===== config.mk =====
export PLATFORM = sky130hd
export DESIGN_NAME = fpec_top
export DESIGN_NICKNAME = d
export VERILOG_FILES = /design/src/design/fpec_top.v
export VERILOG_INCLUDE_DIRS = /design/src /design/src/design
export SDC_FILE = /design/constraint.sdc
export NUM_CORES = 1
export LEC_CHECK = 0
export ABC_AREA = 1
export BUFFER_PORTS_ARGS = -buffer_cell sky130_fd_sc_hd__buf_2
export CAP_MARGIN = 15
export CELL_PAD_IN_SITES_DETAIL_PLACEMENT = 1
export CELL_PAD_IN_SITES_GLOBAL_PLACEMENT = 1
export CORE_MARGIN = 8
export CORE_UTILIZATION = 32
export DETAILED_ROUTE_END_ITERATION = 10
export PLACE_DENSITY = 0.91
export SETUP_SLACK_MARGIN = 0.1
export SYNTH_ARGS = -nofsm -noshare
export SYNTH_HDL_FRONTEND = slang
export SYNTH_SLANG_ARGS = --single-unit

===== constraint.sdc =====
create_clock -name clk -period 2.31 [get_ports clk]
set_clock_uncertainty 0.1 [all_clocks]
set_input_delay 0.231 -clock clk [delete_from_list [all_inputs] [get_ports clk]]
set_output_delay 0.231 -clock clk [all_outputs]
set_load 0.01 [all_outputs]

===== src/design/fpec_map.vh =====
`ifndef FPEC_MAP_VH
`define FPEC_MAP_VH
`define FPEC_OFS_MODE 12'h000
`define FPEC_OFS_STATUS 12'h004
`define FPEC_OFS_EBSEL 12'h008
`define FPEC_OFS_GATE 12'h00c
`define FPEC_OFS_PROG_ADDR 12'h010
`define FPEC_OFS_ERR_EVT 12'h014
`define FPEC_OFS_IRQ_STAT 12'h018
`define FPEC_OFS_IRQ_MASK 12'h01c
`define FPEC_MODE_RST 8'h00
`define FPEC_BIT_WE 6
`define FPEC_BIT_ESU 5
`define FPEC_BIT_PSU 4
`define FPEC_BIT_EV 3
`define FPEC_BIT_PV 2
`define FPEC_BIT_E 1
`define FPEC_BIT_P 0
`define FPEC_BIT_ERR 7
`define FPEC_BIT_GATE 7
`define FPEC_EB_W 5
`define FPEC_EB0_LO 15'h0000
`define FPEC_EB1_LO 15'h0400
`define FPEC_EB2_LO 15'h0800
`define FPEC_EB3_LO 15'h0c00
`define FPEC_EB4_LO 15'h1000
`define FPEC_EB4_HI 15'h7fff
`define FPEC_UNIT_MASK 8'h7f
`endif


===== src/design/fpec_top.v =====
`include "fpec_map.vh"
module fpec_top (
  input wire clk,
  input wire rst_n,
  input wire psel,
  input wire penable,
  input wire pwrite,
  input wire [11:0] paddr,
  input wire [31:0] pwdata,
  output reg [31:0] prdata,
  output reg pready,
  output reg pslverr,
  input wire flash_err_in,
  output reg erase_setup_o,
  output reg program_setup_o,
  output reg erase_mode_o,
  output reg program_mode_o,
  output reg erase_verify_o,
  output reg program_verify_o,
  output reg [14:0] erase_lo_o,
  output reg [14:0] erase_hi_o,
  output reg [14:0] prog_base_o,
  output reg protect_o,
  output reg irq
);
  reg [7:0] flash_mode_control_r;
  reg [7:0] mode_nxt;
  reg [4:0] erase_block_select_r;
  reg [4:0] eb_nxt;
  reg control_access_enable_r;
  reg operation_error_flag_r;
  reg [14:0] prog_addr_r;
  reg [1:0] irq_stat_r;
  reg [1:0] irq_mask_r;
  reg err_s1_r;
  reg err_s2_r;
  wire acc;
  wire wr;
  wire gated;
  wire we;
  wire err_evt;
  wire prog_evt;
  reg [31:0] rd_nxt;
  reg [14:0] lo_nxt;
  reg [14:0] hi_nxt;
  reg [1:0] irq_clr;
  reg [1:0] irq_set;
  reg [1:0] irq_stat_nxt;
  wire [7:0] unit_mask;

  function gated_ofs;
    input [11:0] a;
    begin
      gated_ofs = (a == `FPEC_OFS_MODE) || (a == `FPEC_OFS_STATUS) ||
        (a == `FPEC_OFS_EBSEL) || (a == `FPEC_OFS_PROG_ADDR);
    end
  endfunction

  function mapped;
    input [11:0] a;
    begin
      mapped = gated_ofs(a) || (a == `FPEC_OFS_GATE) ||
        (a == `FPEC_OFS_ERR_EVT) || (a == `FPEC_OFS_IRQ_STAT) ||
        (a == `FPEC_OFS_IRQ_MASK);
    end
  endfunction

  // two-cycle access phase: pready rises one edge after setup
  assign acc = psel && penable && !pready;
  // writes land on the completing edge, with pready high
  assign wr = psel && penable && pready && pwrite;
  assign unit_mask = `FPEC_UNIT_MASK;
  // blocked registers answer with pslverr, nothing written
  assign gated = !gated_ofs(paddr) || control_access_enable_r;
  assign we = flash_mode_control_r[`FPEC_BIT_WE];
  // external error pin is asynchronous to clk
  assign err_evt = (err_s2_r && we &&
    (flash_mode_control_r[`FPEC_BIT_E] ||
     flash_mode_control_r[`FPEC_BIT_P])) ||
    (wr && gated && paddr == `FPEC_OFS_ERR_EVT && pwdata[0]);
  assign prog_evt = wr && gated && paddr == `FPEC_OFS_PROG_ADDR;

  always @* begin
    mode_nxt = flash_mode_control_r;
    if (wr && gated && paddr == `FPEC_OFS_MODE) begin
      mode_nxt = {1'b0, pwdata[6:0]};
      if (!pwdata[`FPEC_BIT_WE])
        mode_nxt = 8'h00;
    end
    if (operation_error_flag_r)
      mode_nxt[5:0] = 6'h00;
    eb_nxt = erase_block_select_r;
    if (wr && gated && paddr == `FPEC_OFS_EBSEL)
      eb_nxt = pwdata[4:0];
    // more than one bit set collapses to none
    if ((eb_nxt & (eb_nxt - 5'h01)) != 5'h00)
      eb_nxt = 5'h00;
    if (!mode_nxt[`FPEC_BIT_WE])
      eb_nxt = 5'h00;
  end

  // one-hot select only; anything else gives an empty range
  always @* begin
    lo_nxt = 15'h0000;
    hi_nxt = 15'h0000;
    case (erase_block_select_r)
      5'h01: begin
        lo_nxt = `FPEC_EB0_LO;
        hi_nxt = `FPEC_EB1_LO - 15'h0001;
      end
      5'h02: begin
        lo_nxt = `FPEC_EB1_LO;
        hi_nxt = `FPEC_EB2_LO - 15'h0001;
      end
      5'h04: begin
        lo_nxt = `FPEC_EB2_LO;
        hi_nxt = `FPEC_EB3_LO - 15'h0001;
      end
      5'h08: begin
        lo_nxt = `FPEC_EB3_LO;
        hi_nxt = `FPEC_EB4_LO - 15'h0001;
      end
      5'h10: begin
        lo_nxt = `FPEC_EB4_LO;
        hi_nxt = `FPEC_EB4_HI;
      end
      default: begin
        lo_nxt = 15'h0000;
        hi_nxt = 15'h0000;
      end
    endcase
  end

  // blocked reads return zero
  always @* begin
    rd_nxt = 32'h0000_0000;
    case (paddr)
      `FPEC_OFS_MODE: rd_nxt = {24'h00_0000, flash_mode_control_r};
      `FPEC_OFS_STATUS: rd_nxt = {24'h00_0000, operation_error_flag_r,
        7'h00};
      `FPEC_OFS_EBSEL: rd_nxt = {27'h000_0000, erase_block_select_r};
      `FPEC_OFS_GATE: rd_nxt = {24'h00_0000, control_access_enable_r,
        7'h00};
      `FPEC_OFS_PROG_ADDR: rd_nxt = {17'h0_0000, prog_addr_r};
      `FPEC_OFS_IRQ_STAT: rd_nxt = {30'h0000_0000, irq_stat_r};
      `FPEC_OFS_IRQ_MASK: rd_nxt = {30'h0000_0000, irq_mask_r};
      default: rd_nxt = 32'h0000_0000;
    endcase
    if (!gated)
      rd_nxt = 32'h0000_0000;
  end

  // two flops: the pin error is asynchronous to clk
  always @(posedge clk) begin
    if (!rst_n) begin
      err_s1_r <= 1'h0;
      err_s2_r <= 1'h0;
    end else begin
      err_s1_r <= flash_err_in;
      err_s2_r <= err_s1_r;
    end
  end

  // response one edge after the first access edge
  always @(posedge clk) begin
    if (!rst_n) begin
      pready <= 1'h0;
      pslverr <= 1'h0;
      prdata <= 32'h0000_0000;
    end else begin
      pready <= acc;
      pslverr <= acc && (!mapped(paddr) || !gated);
      if (acc && !pwrite)
        prdata <= rd_nxt;
      else
        prdata <= 32'h0000_0000;
    end
  end

  // mode and select move together on a write
  always @(posedge clk) begin
    if (!rst_n) begin
      flash_mode_control_r <= `FPEC_MODE_RST;
      erase_block_select_r <= 5'h00;
    end else begin
      flash_mode_control_r <= mode_nxt;
      erase_block_select_r <= eb_nxt;
    end
  end

  // the gate register itself is never blocked
  always @(posedge clk) begin
    if (!rst_n) begin
      control_access_enable_r <= 1'h0;
    end else if (wr && paddr == `FPEC_OFS_GATE) begin
      control_access_enable_r <= pwdata[`FPEC_BIT_GATE];
    end
  end

  // low seven bits forced to zero, never rejected
  always @(posedge clk) begin
    if (!rst_n) begin
      prog_addr_r <= 15'h0000;
    end else if (prog_evt) begin
      prog_addr_r <= pwdata[14:0] & ~{8'h00, unit_mask[6:0]};
    end
  end

  // set wins over write-one-to-clear in the same cycle
  always @* begin
    irq_clr = 2'h0;
    if (wr && paddr == `FPEC_OFS_IRQ_STAT)
      irq_clr = pwdata[1:0];
    irq_set = {prog_evt && pwdata[6:0] != 7'h00, err_evt};
    irq_stat_nxt = (irq_stat_r & ~irq_clr) | irq_set;
  end

  always @(posedge clk) begin
    if (!rst_n) begin
      irq_stat_r <= 2'h0;
      irq_mask_r <= 2'h0;
    end else begin
      irq_stat_r <= irq_stat_nxt;
      if (wr && paddr == `FPEC_OFS_IRQ_MASK)
        irq_mask_r <= pwdata[1:0];
    end
  end

  // sticky until reset: protection persists
  always @(posedge clk) begin
    if (!rst_n) begin
      operation_error_flag_r <= 1'h0;
      protect_o <= 1'h0;
    end else begin
      if (err_evt)
        operation_error_flag_r <= 1'h1;
      protect_o <= operation_error_flag_r || err_evt;
    end
  end

  // levels follow the mode bits on the same edge as the write
  always @(posedge clk) begin
    if (!rst_n) begin
      erase_setup_o <= 1'h0;
      program_setup_o <= 1'h0;
      erase_verify_o <= 1'h0;
      program_verify_o <= 1'h0;
    end else begin
      erase_setup_o <= mode_nxt[`FPEC_BIT_ESU];
      program_setup_o <= mode_nxt[`FPEC_BIT_PSU];
      erase_verify_o <= mode_nxt[`FPEC_BIT_EV];
      program_verify_o <= mode_nxt[`FPEC_BIT_PV];
    end
  end

  // setup may be set in the same write; order left to software
  always @(posedge clk) begin
    if (!rst_n) begin
      erase_mode_o <= 1'h0;
      program_mode_o <= 1'h0;
    end else begin
      erase_mode_o <= mode_nxt[`FPEC_BIT_E] && mode_nxt[`FPEC_BIT_WE] &&
        mode_nxt[`FPEC_BIT_ESU];
      program_mode_o <= mode_nxt[`FPEC_BIT_P] && mode_nxt[`FPEC_BIT_WE] &&
        mode_nxt[`FPEC_BIT_PSU];
    end
  end

  // range trails the select by one edge
  always @(posedge clk) begin
    if (!rst_n) begin
      erase_lo_o <= 15'h0000;
      erase_hi_o <= 15'h0000;
      prog_base_o <= 15'h0000;
    end else begin
      erase_lo_o <= lo_nxt;
      erase_hi_o <= hi_nxt;
      prog_base_o <= prog_addr_r;
    end
  end

  // level, one edge behind the status bits
  always @(posedge clk) begin
    if (!rst_n) begin
      irq <= 1'h0;
    end else begin
      irq <= |(irq_stat_r & irq_mask_r);
    end
  end
endmodule


## Yosys cells after proc, flatten, opt, wreduce, memory -nomap -nowiden

Index checks and enable logic that the tools add are counted.

- Add/subtract/negate cells: 1
- $mul: 0
- Div/mod/pow operators: 0
- $lt $le $gt $ge: 0
- Eq/ne operators: 12
- Shifts and indexed selects: 0
- Multiplexer cells: 8
- Bitwise logic cells: 7
- Reductions and logical operators: 45

Operator list:

| kind | count |
|---|---|
| $pmux W15 S7 | 1 |
| $pmux W15 S5 | 1 |
| $pmux W13 S4 | 1 |
| $eq A12 B5 Y1 const B | 4 |
| $eq A12 B4 Y1 const B | 2 |
| $logic_and A1 B1 Y1 | 22 |
| $mux W7 | 2 |
| $eq A12 B3 Y1 const B | 1 |
| $logic_not A12 Y1 | 1 |
| $logic_or A1 B1 Y1 | 12 |
| $reduce_bool A7 Y1 | 1 |
| $mux W6 | 1 |
| $and A5 B5 Y5 | 1 |
| $eq A5 B1 Y1 const B | 1 |
| $eq A5 B2 Y1 const B | 1 |
| $eq A5 B3 Y1 const B | 1 |
| $eq A5 B4 Y1 const B | 1 |
| $eq A5 B5 Y1 const B | 1 |
| $logic_not A1 Y1 | 5 |
| $mux W5 | 1 |
| $reduce_bool A5 Y1 | 1 |
| $sub A5 B1 Y5 const B | 1 |
| $and A2 B2 Y2 | 2 |
| $reduce_and A3 Y1 | 1 |
| other kinds (6) | 7 |

- Flip-flop bits (word level): 108
- Latch bits: 0
- Bits in writable memories: 0
- Bits in read-only memories: 0
- Input bits: 50
- Word-level logic and storage cells: 96
- Memories: 0

## Logic depth before layout (Yosys ltp)

- Depth in word-level cells: 13
- Gate-level depth with buffers: 15

## Least setup slack after synthesis

OpenSTA, ideal clock, no wires.

- Path type: in2reg
- From: input port paddr[11]
- To: register prdata[10]
- Setup time: 0.073 ns
- Arrival time: 1.603 ns
- Data required time: 2.137 ns
- Slack: 0.534 ns
- Cell stages on the path: 12
- Path buffers: 2
- Cell sequence: nor2_1 > nand2_1 > nor2_4 > nand2_2 > nand3_2 > nor2_1 > nand2_1 > nand2_1 > or3b_1 > buf_2 > buf_6 > nor3_2

- Cells in the longest elaborated chain, start to end: 7
- Elaborated cells on any way between the ends: 14
- Those cells by class: eq/ne: 6; mux: 1; reduce/logical: 7

Ends and longest elaborated chain:

| item | line | RTL |
|---|---|---|
| start: declaration | fpec_top.v:8 | `input wire [11:0] paddr,` |
| $eq A12 B3 Y1 / $logic_not A12 Y1 (equally long branches) | fpec_top.v:137 | `case (paddr)` |
| $logic_or A1 B1 Y1 (3 in a row) | fpec_top.v:54 | `` gated_ofs = (a == `FPEC_OFS_MODE) \|\| (a == `FPEC_OFS_STATUS) \|\| `` |
| $logic_not A1 Y1 | fpec_top.v:74 | `assign gated = !gated_ofs(paddr) \|\| control_access_enable_r;` |
| $logic_or A1 B1 Y1 | fpec_top.v:74 |  |
| $reduce_and A3 Y1 (no source line) | - |  |
| end signal: assignment | fpec_top.v:174 | `prdata <= rd_nxt;` |
| end: declaration | fpec_top.v:10 | `output reg [31:0] prdata,` |

Parallel ways exist; a longest one is shown, timed or not.
A chain may end at the register's enable or synchronous reset.

## Worst setup path after layout

- From: register pready
- To: register erase_block_select_r[1]

- Cells in the longest elaborated chain, start to end: 9
- Elaborated cells on any way between the ends: 12
- Those cells by class: add/sub: 1; mux: 2; bitwise: 2; reduce/logical: 7

Ends and longest elaborated chain:

| item | line | RTL |
|---|---|---|
| start: declaration | fpec_top.v:11 | `output reg pready,` |
| start signal: assignment | fpec_top.v:167 | `pready <= 1'h0;` |
| start signal: assignment | fpec_top.v:171 | `pready <= acc;` |
| $logic_and A1 B1 Y1 * (2 in a row) | fpec_top.v:71 | `assign wr = psel && penable && pready && pwrite;` |
| $logic_and A1 B1 Y1 * | fpec_top.v:85, fpec_top.v:93 |  |
| $logic_and A1 B1 Y1 (no source line) | - |  |
| $mux W5 | fpec_top.v:93 | `` if (wr && gated && paddr == `FPEC_OFS_EBSEL) `` |
| $sub A5 B1 Y5 | fpec_top.v:96 | `if ((eb_nxt & (eb_nxt - 5'h01)) != 5'h00)` |
| $and A5 B5 Y5 | fpec_top.v:96 |  |
| $reduce_bool A5 Y1 | fpec_top.v:96 |  |
| $reduce_or A3 Y1 (no source line) | - |  |
| end signal: assignment | fpec_top.v:187 | `erase_block_select_r <= eb_nxt;` |
| end: declaration | fpec_top.v:28 | `reg [4:0] erase_block_select_r;` |

Mark *: on every way between the ends. The rest lies on a longest branch, timed or not.

==> reports/metrics.yaml <==
synth_seq_cells: 64
max-vdd-ir-drop_mv: 0.2115
syn_area_per_cell_um2: 7.799
grt-ovfl-total: 0
worst_hold_slack_ns: 0.03695
async_flop_share: 0
setup.worst_path.start: "pready$_SDFF_PN0_"
clockBufferDepth: 2
crit_required_ns: 2.50
synthTopCellsByArea: "dfxtp_1, buf_4, nand2_1"
clock_sink_count: 64
drt-total-wl_um: 8777
cp.depth: 11
die_w_um: 112.4
fp-row-count: 35
via_count: 2682
fillCellCount: 1168
worstReg2RegEnd: "erase_block_select_r[1]$_SDFF_PP0_"
cts_tree: "built"
diodes: 0
maxSlewViolCount: 0
clock_latency_ns: 0.36
htree_levels: 3
synth.yosys.seq_area_share: 0.4312
slowest_delay_ns: 0.33
synth.most_common_cell: "dfxtp_1"
numCtsBuffers: 9
place_area_um2: 3327
portBuffers: 83
r2r_start: "pready$_SDFF_PN0_"
cp-endpoint: "erase_block_select_r[1]$_SDFF_PP0_"
synthDistinctLibCells: 36
routedWlPerCell_um: 15.11
antenna_found_initial: 0
hp-class: "in2reg"
clockRootBuffer: "clkbuf_8"
post-route-min-period_ns: 1.895
grt_setup_unrepaired: "false"
path_buf_inv: 2
synth_area_um2: 2972
drtIter0Drc: 86
tns_ns: 0
ioPinCount: 137
grt_pass1_wl_um: 14080
p_total_w: 0.002326
start_util: 0.3262
yosysTopAreaCell: "dfxtp_1"
routabilityCongestion: 0.8700
cp-end-kind: "flop"
fmax_ghz: 0.5277
cts.clk_slew.worst_paths_ns: 0.08
drc_errors: 0
syn_to_final_growth_pct: 19.87
antenna_left: 0
start_kind: "flop"
utilization: 0.3911
drive_gt1_frac: 0.3085
setup_viol: 0
p_leak_nw: 1.745
critPathSlowestCell: "dfxtp_1"
fin_area_um2: 3562
synth_warnings: 0
syn_inst: 381
rrSetupSlack_ns: 0.42
coreArea_um2: 9109
crit_top_cell: "nand2_1"
cp_cell_sequence: "nand4_1 > clkinv_1 > nand3_2 > nand2_1 > nand2_1 > nand2_1 > nand2_1 > inv_2 > nor2_1 > nand2_2 > nor2_2"
dieArea_um2: 12630
finalHoldViolations: 0
grt_max_degree: 16
die_y_um: 112.4
nets: 515
arrival_ns: 2.08
fin_crit_sh: 0.8203
crit_family: "simple AND/OR/NAND/NOR gates"
drt-pass1-iter-count: 4
vias_per_cell: 4.616
cp_max_fo: 10
ys.flop_type: "dfxtp_1"
outcome: "complete, no violations"
rr_worst_depth: 11
grt_pass1_vias: 2963
worstSetupPathType: "reg2reg"
synth_commonest_cells: "dfxtp_1, nand2_1, inv_1"
grt_usage: 0.1394
yosys.area.top_type_share: 0.4312
synth_edf_count: 0
max_cap_viol_count: 0
pwr_density_cell_nw_per_um2: 652.9
dpl.hpwl_um: 6910
routing by layer:
metal / vias up / share of wire / routed length (µm) / track usage
li1: 1299 / - / - / -
met1: 1244 / 0.39 / 3420 / 0.1355
met2: 113 / 0.49 / 4277 / 0.2465
met3: 26 / 0.096 / 839 / 0.06119
met4: 0 / 0.027 / 240 / 0.07194
met5: - / 0 / 0 / 0
final cells by class:
| type | instances | area (µm²) | area share |
|---|---|---|---|
| repair buffers | 94 | 500.5 | 0.1405 |
| flip-flops and latches | 64 | 1281 | 0.3597 |
| clock buffers | 9 | 123.9 | 0.03477 |
| well taps | 111 | 138.9 | 0.03899 |
| inverters | 58 | 217.7 | 0.06112 |
| clock inverters | 7 | 101.3 | 0.02845 |
| multi-input cells | 238 | 1199 | 0.3365 |
worst register-to-register path, stage by stage, from the launching register on:
cell and delay, ns:
dfxtp_1 0.33, nand4_1 0.08, clkinv_1 0.28, nand3_2 0.29
nand2_1 0.11, nand2_1 0.11, nand2_1 0.07, nand2_1 0.08
inv_2 0.04, nor2_1 0.12, nand2_2 0.13, nor2_2 0.10
state kept, by name (all words and copies together), names as in the netlist:
| signal | count |
|---|---|
| prog_base_o | 8 |
| prog_addr_r | 8 |
| irq_stat_r | 2 |
| irq | 1 |
| flash_mode_control_r | 7 |
| err_s1_r | 1 |
| erase_lo_o | 3 |
| err_s2_r | 1 |
| irq_mask_r | 2 |
| control_access_enable_r | 1 |
| protect_o | 1 |
| prdata | 15 |
| erase_block_select_r | 5 |
| erase_mode_o | 1 |
| program_mode_o | 1 |
| operation_error_flag_r | 1 |
| pslverr | 1 |
| pready | 1 |
| erase_hi_o | 4 |
cells by family (layout without fill, tap and decap cells):
kind of cell / Yosys count / after routing / synth area share
compound gates: 50 / 50 / 0.09726
buf+inv: 114 / 168 / 0.2097
flops: 64 / 64 / 0.4312
other cells: 1 / 36 / 0.001262
simple gates: 152 / 152 / 0.2606
stage by stage:
stage,instances,worst slack [ns]
floorplan,416,0.5344
global placement,564,0.2325
detailed placement,564,0.1460
CTS,581,0.4175
global route,581,0.2349
finish,581,0.4151
what timing repair did:
item,in CTS,in global routing
hold buffers,1,0
resized for setup,0,0
setup endpoints to repair,0,0
setup buffers,0,0
hold endpoints to repair,1,0
how the worst min path moves through the flow:
stage	startpoint	endpoint	slack, ns	depth (start not counted)
finish	pwdata[7]	prog_addr_r[7]$_SDFFE_PN0P_	0.04	3
global route	pwdata[7]	prog_addr_r[7]$_SDFFE_PN0P_	0.04	3
CTS	penable	pready$_SDFF_PN0_	0.03	3
detailed placement	prog_addr_r[14]$_SDFFE_PN0P_	prog_base_o[14]$_SDFF_PN0_	0.32	2
global placement	prog_addr_r[8]$_SDFFE_PN0P_	prog_base_o[8]$_SDFF_PN0_	0.31	2
floorplan	flash_err_in	err_s1_r$_SDFF_PN0_	0.23	2
layout by cell type (no fill, tap or decap), types with 2 or more instances in the layout:
master	instances
o22ai_1	4
nor3_1	12
buf_4	10
o21ai_1	3
nor2_2	9
buf_2	83
nand2_2	4
nor4_1	2
inv_1	49
nand3_1	14
o21ai_0	17
nand2_1	62
a21oi_1	15
clkbuf_8	9
inv_6	3
nor3_2	4
nand4_1	12
dfxtp_1	64
a31oi_1	2
clkinv_1	2
bufinv_16	2
clkinvlp_4	2
nor2_4	3
conb_1	36
a21oi_2	4
inv_2	7
nand3_2	2
nor2_1	24
power by group:
| part | total (W) | switching [W] | internal (W) |
|---|---|---|---|
| Sequential | 0.00111 | 0.00000115 | 0.00111 |
| Clock | 0.00110 | 0.000484 | 0.000618 |
| Combinational | 0.000117 | 0.0000823 | 0.0000347 |
(Power assumes the default switching activity.)
